===== src/rtl/phy_status_pkg.sv =====
// Register indexes, field positions and reset values of the quick status bank
package phy_status_pkg;

	// Register indexes: byte address is four times the index
	localparam logic [4:0] IDX_BASIC_MODE_STATUS  = 5'h01;
	localparam logic [4:0] IDX_AUTONEG_EXPANSION  = 5'h06;
	localparam logic [4:0] IDX_PHY_QUICK_STATUS   = 5'h10;
	localparam logic [4:0] IDX_INTERRUPT_ENABLE   = 5'h11;
	localparam logic [4:0] IDX_INTERRUPT_SOURCE   = 5'h12;
	localparam logic [4:0] IDX_FALSE_CARRIER_CNT  = 5'h14;

	localparam int ADDR_W = 5;
	localparam int DATA_W = 32;
	localparam int REG_W  = 16;
	localparam int INT_W  = 8;
	localparam int CNT_W  = 8;

	// Quick status field positions
	localparam int QS_FALSE_CARRIER  = 11;
	localparam int QS_SIGNAL_DETECT  = 10;
	localparam int QS_DESCRAM_LOCK   = 9;
	localparam int QS_PAGE_RECEIVED  = 8;
	localparam int QS_INT_PENDING    = 7;
	localparam int QS_REMOTE_FAULT   = 6;
	localparam int QS_JABBER         = 5;

	// Basic mode status and expansion field positions
	localparam int BMS_REMOTE_FAULT  = 4;
	localparam int BMS_LINK_STATUS   = 2;
	localparam int BMS_JABBER        = 1;
	localparam int ANX_PAGE_RECEIVED = 1;

	// Values after reset and the false carrier counter limit
	localparam logic             RST_FLAG       = 1'b0;
	localparam logic [INT_W-1:0] RST_INT_ENABLE = 8'h00;
	localparam logic [INT_W-1:0] RST_INT_SOURCE = 8'h00;
	localparam logic [CNT_W-1:0] RST_FC_COUNT   = 8'h00;
	localparam logic [CNT_W-1:0] FC_COUNT_MAX   = 8'hff;
	localparam logic [DATA_W-1:0] READ_ZERO     = 32'h0000_0000;

	// Synchroniser depth
	localparam int SYNC_STAGES = 2;

endpackage


===== src/rtl/bit_sync.sv =====
// Two-flop synchroniser for a bundle of unrelated level inputs
module bit_sync
	import phy_status_pkg::*;
#(
	parameter int WIDTH = 1
) (
	input  wire logic             clock,
	input  wire logic             reset,
	input  wire logic [WIDTH-1:0] async_in,
	output logic      [WIDTH-1:0] sync_out
);

	genvar i;
	generate
		for (i = 0; i < WIDTH; i++) begin : g_bit
			logic [SYNC_STAGES-1:0] stage_q;
			always_ff @(posedge clock or posedge reset) begin
				if (reset) begin
					stage_q <= '0;
				end else begin
					stage_q <= {stage_q[SYNC_STAGES-2:0], async_in[i]};
				end
			end
			assign sync_out[i] = stage_q[SYNC_STAGES-1];
		end
	endgenerate

endmodule


===== src/rtl/sticky_flag.sv =====
// Latch-high flags: set wins over a clear in the same cycle
module sticky_flag
	import phy_status_pkg::*;
#(
	parameter int WIDTH = 1
) (
	input  wire logic             clock,
	input  wire logic             reset,
	input  wire logic [WIDTH-1:0] set,
	input  wire logic             clear,
	output logic      [WIDTH-1:0] flag
);

	logic [WIDTH-1:0] flag_q;
	logic [WIDTH-1:0] flag_d;

	assign flag_d = set | (flag_q & {WIDTH{~clear}});
	assign flag   = flag_q;

	always_ff @(posedge clock or posedge reset) begin
		if (reset) begin
			flag_q <= {WIDTH{RST_FLAG}};
		end else begin
			flag_q <= flag_d;
		end
	end

endmodule


===== src/rtl/phy_quick_status.sv =====
// Middle status bits of the quick status register behind an Avalon-MM slave
//////////////////////////////////////////////////////////////////////////////
// Behaviour
// - Bit 11 set after false carrier since counter read
// - False carrier latch cleared by counter register read
// - Bit 10 latch-low signal detect, resets zero
// - Bit 9 latch-low descrambler lock, resets zero
// - Bit 8 reads one after new page
// - Page bit mirrors expansion bit 1, cleared there
// - Status read leaves page and jabber bits
// - Bit 7 shows any pending interrupt whose source is enabled
// - Interrupt source read clears pending indication
// - Bit 6 set on partner remote fault
// - Remote fault cleared by basic status read, reset
// - Bit 5 jabber, detected only at 10 Mb/s
// - Jabber bit copies basic status jabber bit
//
// Register access over Avalon-MM and the placing of the registers were left to the implementer.
module phy_quick_status
	import phy_status_pkg::*;
(
	input  wire logic              clock,
	input  wire logic              reset,
	input  wire logic [ADDR_W-1:0] address,
	input  wire logic              read,
	input  wire logic              write,
	input  wire logic [DATA_W-1:0] writedata,
	input  wire logic [3:0]        byteenable,
	output logic      [DATA_W-1:0] readdata,
	output logic                   waitrequest,
	input  wire logic              false_carrier_in,
	input  wire logic              signal_detect_in,
	input  wire logic              descrambler_lock_in,
	input  wire logic              page_received_in,
	input  wire logic              remote_fault_in,
	input  wire logic              jabber_in,
	input  wire logic              link_up_in,
	input  wire logic              speed_10_in,
	input  wire logic [INT_W-1:0]  int_event_in
);

	//////////////////////////////////////////////////////////////////////////
	// Address decode for the read side effects and the enable write; the read mux decodes on its own

	function automatic logic hit(input logic [ADDR_W-1:0] addr,
	                             input logic [ADDR_W-1:0] idx);
		hit = (addr == idx);
	endfunction

	//////////////////////////////////////////////////////////////////////////
	// Input synchronisers

	localparam int NUM_LEVELS = 8;

	logic [NUM_LEVELS-1:0] level_async;
	logic [NUM_LEVELS-1:0] level_sync;
	logic [INT_W-1:0]      int_event_sync;

	assign level_async = {false_carrier_in, signal_detect_in, descrambler_lock_in, page_received_in,
	                      remote_fault_in, jabber_in, link_up_in, speed_10_in};

	bit_sync #(
		.WIDTH (NUM_LEVELS)
	) u_level_sync (
		.clock    (clock),
		.reset    (reset),
		.async_in (level_async),
		.sync_out (level_sync)
	);

	bit_sync #(
		.WIDTH (INT_W)
	) u_int_sync (
		.clock    (clock),
		.reset    (reset),
		.async_in (int_event_in),
		.sync_out (int_event_sync)
	);

	wire false_carrier_s = level_sync[7];
	wire signal_detect_s = level_sync[6];
	wire descram_lock_s  = level_sync[5];
	wire page_rx_s       = level_sync[4];
	wire remote_fault_s  = level_sync[3];
	wire jabber_s        = level_sync[2];
	wire link_up_s       = level_sync[1];
	wire speed_10_s      = level_sync[0];

	//////////////////////////////////////////////////////////////////////////
	// Bus handshake: one wait state on every access

	logic ack_q;
	logic ack_d;

	wire access   = read | write;
	wire rd_take  = read & ~ack_q;
	wire wr_take  = write & ack_q;

	assign ack_d       = access & ~ack_q;
	assign waitrequest = access & ~ack_q;

	always_ff @(posedge clock or posedge reset) begin
		if (reset) begin
			ack_q <= 1'b0;
		end else begin
			ack_q <= ack_d;
		end
	end

	// Read side effects fire on the edge that captures read data,
	// so an event landing on that edge is missed by that read but kept for the next.
	wire rd_basic_status = rd_take & hit(address, IDX_BASIC_MODE_STATUS);
	wire rd_expansion    = rd_take & hit(address, IDX_AUTONEG_EXPANSION);
	wire rd_quick_status = rd_take & hit(address, IDX_PHY_QUICK_STATUS);
	wire rd_int_source   = rd_take & hit(address, IDX_INTERRUPT_SOURCE);
	wire rd_fc_counter   = rd_take & hit(address, IDX_FALSE_CARRIER_CNT);
	wire wr_int_enable   = wr_take & hit(address, IDX_INTERRUPT_ENABLE) & byteenable[0];

	//////////////////////////////////////////////////////////////////////////
	// False carrier counter and latch

	logic             fc_prev_q;
	logic [CNT_W-1:0] fc_count_q;
	logic [CNT_W-1:0] fc_count_d;
	logic             fc_latch;

	wire fc_event = false_carrier_s & ~fc_prev_q;
	wire fc_sat   = (fc_count_q == FC_COUNT_MAX);

	// Counter saturates rather than wraps; an event on the clearing read counts as one
	assign fc_count_d = rd_fc_counter ? {{(CNT_W-1){1'b0}}, fc_event} :
	                    (fc_event & ~fc_sat) ? fc_count_q + 8'h01 : fc_count_q;

	always_ff @(posedge clock or posedge reset) begin
		if (reset) begin
			fc_prev_q  <= 1'b0;
			fc_count_q <= RST_FC_COUNT;
		end else begin
			fc_prev_q  <= false_carrier_s;
			fc_count_q <= fc_count_d;
		end
	end

	sticky_flag #(
		.WIDTH (1)
	) u_fc_latch (
		.clock (clock),
		.reset (reset),
		.set   (fc_event),
		.clear (rd_fc_counter),
		.flag  (fc_latch)
	);

	//////////////////////////////////////////////////////////////////////////
	// Latch-low signal detect and descrambler lock

	logic sd_latch_q;
	logic sd_latch_d;
	logic dl_latch_q;
	logic dl_latch_d;

	// A drop always wins; only a quick status read re-arms to the live level
	assign sd_latch_d = ~signal_detect_s ? 1'b0 : rd_quick_status ? 1'b1 : sd_latch_q;
	assign dl_latch_d = ~descram_lock_s  ? 1'b0 : rd_quick_status ? 1'b1 : dl_latch_q;

	always_ff @(posedge clock or posedge reset) begin
		if (reset) begin
			sd_latch_q <= RST_FLAG;
			dl_latch_q <= RST_FLAG;
		end else begin
			sd_latch_q <= sd_latch_d;
			dl_latch_q <= dl_latch_d;
		end
	end

	//////////////////////////////////////////////////////////////////////////
	// Page received, remote fault, jabber

	logic page_rx;
	logic remote_fault;
	logic jabber;

	sticky_flag #(
		.WIDTH (1)
	) u_page_rx (
		.clock (clock),
		.reset (reset),
		.set   (page_rx_s),
		.clear (rd_expansion),
		.flag  (page_rx)
	);

	sticky_flag #(
		.WIDTH (1)
	) u_remote_fault (
		.clock (clock),
		.reset (reset),
		.set   (remote_fault_s),
		.clear (rd_basic_status),
		.flag  (remote_fault)
	);

	// Jabber only has meaning in 10 Mb/s mode, so detection is gated there
	sticky_flag #(
		.WIDTH (1)
	) u_jabber (
		.clock (clock),
		.reset (reset),
		.set   (jabber_s & speed_10_s),
		.clear (rd_basic_status),
		.flag  (jabber)
	);

	//////////////////////////////////////////////////////////////////////////
	// Interrupt sources and enable

	logic [INT_W-1:0] int_enable_q;
	logic [INT_W-1:0] int_enable_d;
	logic [INT_W-1:0] int_source;

	assign int_enable_d = wr_int_enable ? writedata[INT_W-1:0] : int_enable_q;

	always_ff @(posedge clock or posedge reset) begin
		if (reset) begin
			int_enable_q <= RST_INT_ENABLE;
		end else begin
			int_enable_q <= int_enable_d;
		end
	end

	// Disabled sources still latch, so enabling later reveals history
	sticky_flag #(
		.WIDTH (INT_W)
	) u_int_source (
		.clock (clock),
		.reset (reset),
		.set   (int_event_sync),
		.clear (rd_int_source),
		.flag  (int_source)
	);

	wire int_pending = |(int_source & int_enable_q);

	//////////////////////////////////////////////////////////////////////////
	// Register images

	logic [REG_W-1:0] quick_status_img;
	logic [REG_W-1:0] basic_status_img;
	logic [REG_W-1:0] expansion_img;

	always_comb begin
		quick_status_img                   = '0;
		quick_status_img[QS_FALSE_CARRIER] = fc_latch;
		quick_status_img[QS_SIGNAL_DETECT] = sd_latch_q;
		quick_status_img[QS_DESCRAM_LOCK]  = dl_latch_q;
		quick_status_img[QS_PAGE_RECEIVED] = page_rx;
		quick_status_img[QS_INT_PENDING]   = int_pending;
		quick_status_img[QS_REMOTE_FAULT]  = remote_fault;
		quick_status_img[QS_JABBER]        = jabber;
	end

	always_comb begin
		basic_status_img                   = '0;
		basic_status_img[BMS_REMOTE_FAULT] = remote_fault;
		basic_status_img[BMS_LINK_STATUS]  = link_up_s;
		basic_status_img[BMS_JABBER]       = jabber;
	end

	always_comb begin
		expansion_img                    = '0;
		expansion_img[ANX_PAGE_RECEIVED] = page_rx;
	end

	//////////////////////////////////////////////////////////////////////////
	// Read mux; unmapped indexes read zero and ignore writes

	logic [DATA_W-1:0] read_mux;

	always_comb begin
		case (address)
			IDX_BASIC_MODE_STATUS: begin
				read_mux = {16'h0000, basic_status_img};
			end
			IDX_AUTONEG_EXPANSION: begin
				read_mux = {16'h0000, expansion_img};
			end
			IDX_PHY_QUICK_STATUS: begin
				read_mux = {16'h0000, quick_status_img};
			end
			IDX_INTERRUPT_ENABLE: begin
				read_mux = {24'h00_0000, int_enable_q};
			end
			IDX_INTERRUPT_SOURCE: begin
				read_mux = {24'h00_0000, int_source};
			end
			IDX_FALSE_CARRIER_CNT: begin
				read_mux = {24'h00_0000, fc_count_q};
			end
			default: begin
				read_mux = READ_ZERO;
			end
		endcase
	end

	logic [DATA_W-1:0] readdata_q;
	logic [DATA_W-1:0] readdata_d;

	assign readdata_d = rd_take ? read_mux : readdata_q;
	assign readdata   = readdata_q;

	always_ff @(posedge clock or posedge reset) begin
		if (reset) begin
			readdata_q <= READ_ZERO;
		end else begin
			readdata_q <= readdata_d;
		end
	end

endmodule


===== config.mk =====
export PLATFORM = sky130hd
export DESIGN_NAME = phy_quick_status
export DESIGN_NICKNAME = d
export VERILOG_FILES = /design/src/rtl/phy_status_pkg.sv /design/src/rtl/bit_sync.sv /design/src/rtl/sticky_flag.sv /design/src/rtl/phy_quick_status.sv
export SDC_FILE = /design/constraint.sdc
export NUM_CORES = 1
export LEC_CHECK = 0
export BUFFER_PORTS_ARGS = -buffer_cell sky130_fd_sc_hd__buf_2
export CORE_MARGIN = 2
export CORE_UTILIZATION = 51
export DETAILED_ROUTE_END_ITERATION = 7
export PLACE_DENSITY_LB_ADDON = 0.25
export SLEW_MARGIN = 10
export SYNTH_ARGS = -nofsm -noshare
export SYNTH_HDL_FRONTEND = slang
export SYNTH_SLANG_ARGS = --single-unit

===== constraint.sdc =====
create_clock -name clock -period 2.86 [get_ports clock]
set_clock_uncertainty 0.15 [all_clocks]
set_input_delay 0.143 -clock clock [delete_from_list [all_inputs] [get_ports clock]]
set_output_delay 0.143 -clock clock [all_outputs]
set_load 0.005 [all_outputs]

==> metrics.cfg <==
[routing]
route.detailed.wl_per_inst_um=14.3
route.antenna.remaining_nets=0
detail_route.vias_per_cell=5.15
wirelength_mm=5.75
drt_iter0_drc=133
drc=0
detailed_routing_iteration_count_for_the_pre_antenna_repair_pass=4
dr_total_vias=2074

[synth]
ys_seq_area_frac=0.615
syn-mean-instance-area_um2=12.7
synth_cell_types=47
synth.cell_area_um2=3090
async_set_or_reset_register_ratio_after_synthesis=1.00
library_cell_occupying_the_most_area_in_the_post_synthesis_netlist=sky130_fd_sc_hd__dfrtp_1
synthDominantCellAreaShare=0.615
number_of_flops_mapped_to_enable_cells_by_yosys=0
ys.flop_type=sky130_fd_sc_hd__dfrtp_1
netlist_instances=244
ys_ff_latch=76
post_synth_main_area_contributors=sky130_fd_sc_hd__dfrtp_1 (61%), sky130_fd_sc_hd__buf_4 (4.9%), sky130_fd_sc_hd__mux2_4 (3.9%), sky130_fd_sc_hd__a21o_1 (2.4%), sky130_fd_sc_hd__nand2_1 (2.1%)
yosys_warnings=0

[die]
boundaryPins=94
die-area_um2=6710
placementRows=28
die_h_um=81.9
coreArea_um2=5890
die-width_um=81.9
floorplan.initialDensity=0.526

[worst_setup_path]
regToRegEndpoint=readdata[7]
worstSetupPathType=in -> out
cp-start-kind=input pin
cp.required_ns=2.57
type_of_element_capturing_the_critical_path=output port
reg2reg_depth=4
timing.critical_path.arrival_ns=1.61
r2r_setup_slack_ns=1.02
worstPathMaxFanout=2
regToRegStartpoint=ack_q

[cts]
clock_latency_ns=0.34
numCtsBuffers=9
clock_tree_from_tritoncts=built
h_tree_level_count=3
clock_path_buffers=2
ctsRootBufferMaster=sky130_fd_sc_hd__clkbuf_8
cts_num_sinks=76
path_clk_slew_ns=0.08
cts.repair_timing.setup_buffer_count=0

[pwr]
power.combinational.fraction=0.126
p_per_area_nw_per_um2=614
leakage_power_nw=1.73
p_sw_mw=0.636
net_sw_frac=0.274
seq_power_share=0.554
ir_worst_vdd_v=0.000485
p_clk_frac=0.320
internal-power_mw=1.68

[global_routing]
grt_start_max_net_pins=42
global_route.overflow_total=0
number_of_antenna_violations_at_the_first_check_in_global_routing=0
grt_pass1_vias=1921
groute.usage.overall=0.191
grt_pass1_wl_mm=9.28

[placement]
port-buffer-count=46
place_congestion=0.930
post-dp-hpwl_mm=3.95

[final_layout]
register_area_um2=1900
area_growth_syn_to_layout_pct=22.2
multiInputGateArea_um2=1050
layout.core_utilization=0.642
diodes=0
fillers=472
final_layout_size_suffix_gt1_frac=0.244
nets=385

[hold_path]
worst_hold_path.endpoint=u_page_rx.flag
hold_class=in -> reg
beginning_of_the_worst_hold_path=address[2]
timing.hold.worst_path_depth=3

[timing]
setup_violations=0
finalCritPeriodShare=0.667
unrepaired_setup_endpoints_after_global_routing=false
slew-limit-headroom=0.505
timing_hold_violations_final=0
worst_pin_slew_ns=0.741
min_period_ns=1.91
fmaxAchievable_ghz=0.525
timing.final.max_slew_violations=0
totalNegativeSetupSlack_ns=0

[run_status]
run_status=finished, final reports clean

[run]
drv.max_cap_violation_count=0

==> state kept, by name, summed over array words and instances, names as in the netlist <==
| signal | cells |
|---|---|
| u_int_source.flag | 8 |
| sd_latch_q | 1 |
| u_remote_fault.flag | 1 |
| int_enable_q | 8 |
| fc_prev_q | 1 |
| readdata | 12 |
| fc_count_q | 8 |
| u_fc_latch.flag | 1 |
| u_page_rx.flag | 1 |
| u_jabber.flag | 1 |
| u_level_sync.g_bit.stage_q | 16 |
| ack_q | 1 |
| u_int_sync.g_bit.stage_q | 16 |
| dl_latch_q | 1 |
==> Yosys cell counts (3+ instances only) <==
master	instances
sky130_fd_sc_hd__xor2_1	4
sky130_fd_sc_hd__nor2_1	13
sky130_fd_sc_hd__nand2b_1	3
sky130_fd_sc_hd__and3_1	4
sky130_fd_sc_hd__nand4_1	3
sky130_fd_sc_hd__nor2b_1	4
sky130_fd_sc_hd__buf_4	20
sky130_fd_sc_hd__mux2i_1	5
sky130_fd_sc_hd__nand2_1	17
sky130_fd_sc_hd__a22oi_1	5
sky130_fd_sc_hd__nor3_1	4
sky130_fd_sc_hd__a22o_1	5
sky130_fd_sc_hd__mux2_4	8
sky130_fd_sc_hd__dfrtp_1	76
sky130_fd_sc_hd__a21oi_1	3
sky130_fd_sc_hd__a221oi_1	4
sky130_fd_sc_hd__clkbuf_1	4
sky130_fd_sc_hd__o21ai_0	11
sky130_fd_sc_hd__and4_1	3
sky130_fd_sc_hd__o211ai_1	3
sky130_fd_sc_hd__a21o_1	10
==> layout make-up <==
class	count	area share
inverters	2	0.00199
flip-flops and latches	76	0.503
clock buffers	11	0.0401
repair buffers	76	0.142
well taps	75	0.0248
multi-input cells	158	0.279
clock inverters	5	0.00927
==> power by group through the flow <==
stage | registers [mW] | clock network (mW) | logic, mW
finish | 1.28 | 0.743 | 0.292
global route | 1.30 | 0.822 | 0.339
global placement | 1.30 | 0 | 0.255
CTS | 1.28 | 0.763 | 0.295
detailed placement | 1.30 | 0 | 0.264
floorplan | 1.26 | 0 | 0.217
==> cells by family (layout without fill, tap and decap cells) <==
logic type,Yosys count,count (layout),synth area share
compound gates,52,52,0.122
xor+xnor,4,4,0.0113
fa+ha+maj,1,1,0.00404
buf+inv,29,94,0.0675
flops,76,76,0.615
mux,13,13,0.0550
other cells,1,20,0.00121
simple gates,68,68,0.125
==> critical path: stages <==
cell and delay [ns]:
sky130_fd_sc_hd__dlygate4sd3_1 0.53, sky130_fd_sc_hd__buf_2 0.13, sky130_fd_sc_hd__nor2_1 0.08, sky130_fd_sc_hd__dlygate4sd3_1 0.55
sky130_fd_sc_hd__nor2_1 0.05, sky130_fd_sc_hd__buf_2 0.13
==> through the flow <==
stage | cells | instance area, µm² | power [mW] | setup WS [ns] | hold slack, ns
global placement | 360 | 3320 | 1.56 | 0.793 | 0.101
floorplan | 263 | 3170 | 1.48 | 0.629 | 0.0244
finish | 403 | 3780 | 2.32 | 0.954 | 0.0733
CTS | 403 | 3780 | 2.34 | 0.975 | 0.0622
detailed placement | 360 | 3320 | 1.57 | 0.781 | 0.102
global route | 403 | 3780 | 2.46 | 0.874 | 0.0788
==> worst max path at each step <==
| stage | slack, ns | start | cells after the start | endpoint |
|---|---|---|---|---|
| after detailed placement | 0.78 | address[1] | 5 | int_enable_q[6] |
| after global routing | 0.87 | fc_count_q[0] | 5 | fc_count_q[1] |
| after global placement | 0.79 | address[1] | 5 | int_enable_q[6] |
| after CTS | 0.97 | write | 6 | waitrequest |
| final | 0.95 | write | 6 | waitrequest |
| after floorplan | 0.63 | reset | 1 | ack_q |
==> cells in the final DEF (no fill, tap or decap), types with 5 or more instances in the layout <==
cell type | Yosys | routed
sky130_fd_sc_hd__a22oi_1 | 5 | 5
sky130_fd_sc_hd__dfrtp_1 | 76 | 76
sky130_fd_sc_hd__conb_1 | 1 | 20
sky130_fd_sc_hd__dlygate4sd3_1 | 0 | 27
sky130_fd_sc_hd__nand2_1 | 17 | 17
sky130_fd_sc_hd__a21o_1 | 10 | 10
sky130_fd_sc_hd__nor2_1 | 13 | 13
sky130_fd_sc_hd__o21ai_0 | 11 | 11
sky130_fd_sc_hd__buf_2 | 1 | 46
sky130_fd_sc_hd__a22o_1 | 5 | 5
sky130_fd_sc_hd__mux2i_1 | 5 | 5
sky130_fd_sc_hd__mux2_4 | 8 | 8
sky130_fd_sc_hd__clkbuf_8 | 0 | 11
==> metal layers <==
metal	wire [µm]	vias to the layer above	track usage
met5	0	-	0
met4	67	0	0.0583
met3	273	6	0.0604
met2	2850	49	0.300
met1	2560	1021	0.255
li1	-	998	-
==> what timing repair did <==
item                      4_1_cts  5_1_grt
resized for setup               0        0
hold buffers                   27        0
hold endpoints to repair       60        0
No activity file was read; power rests on OpenSTA's default activity.
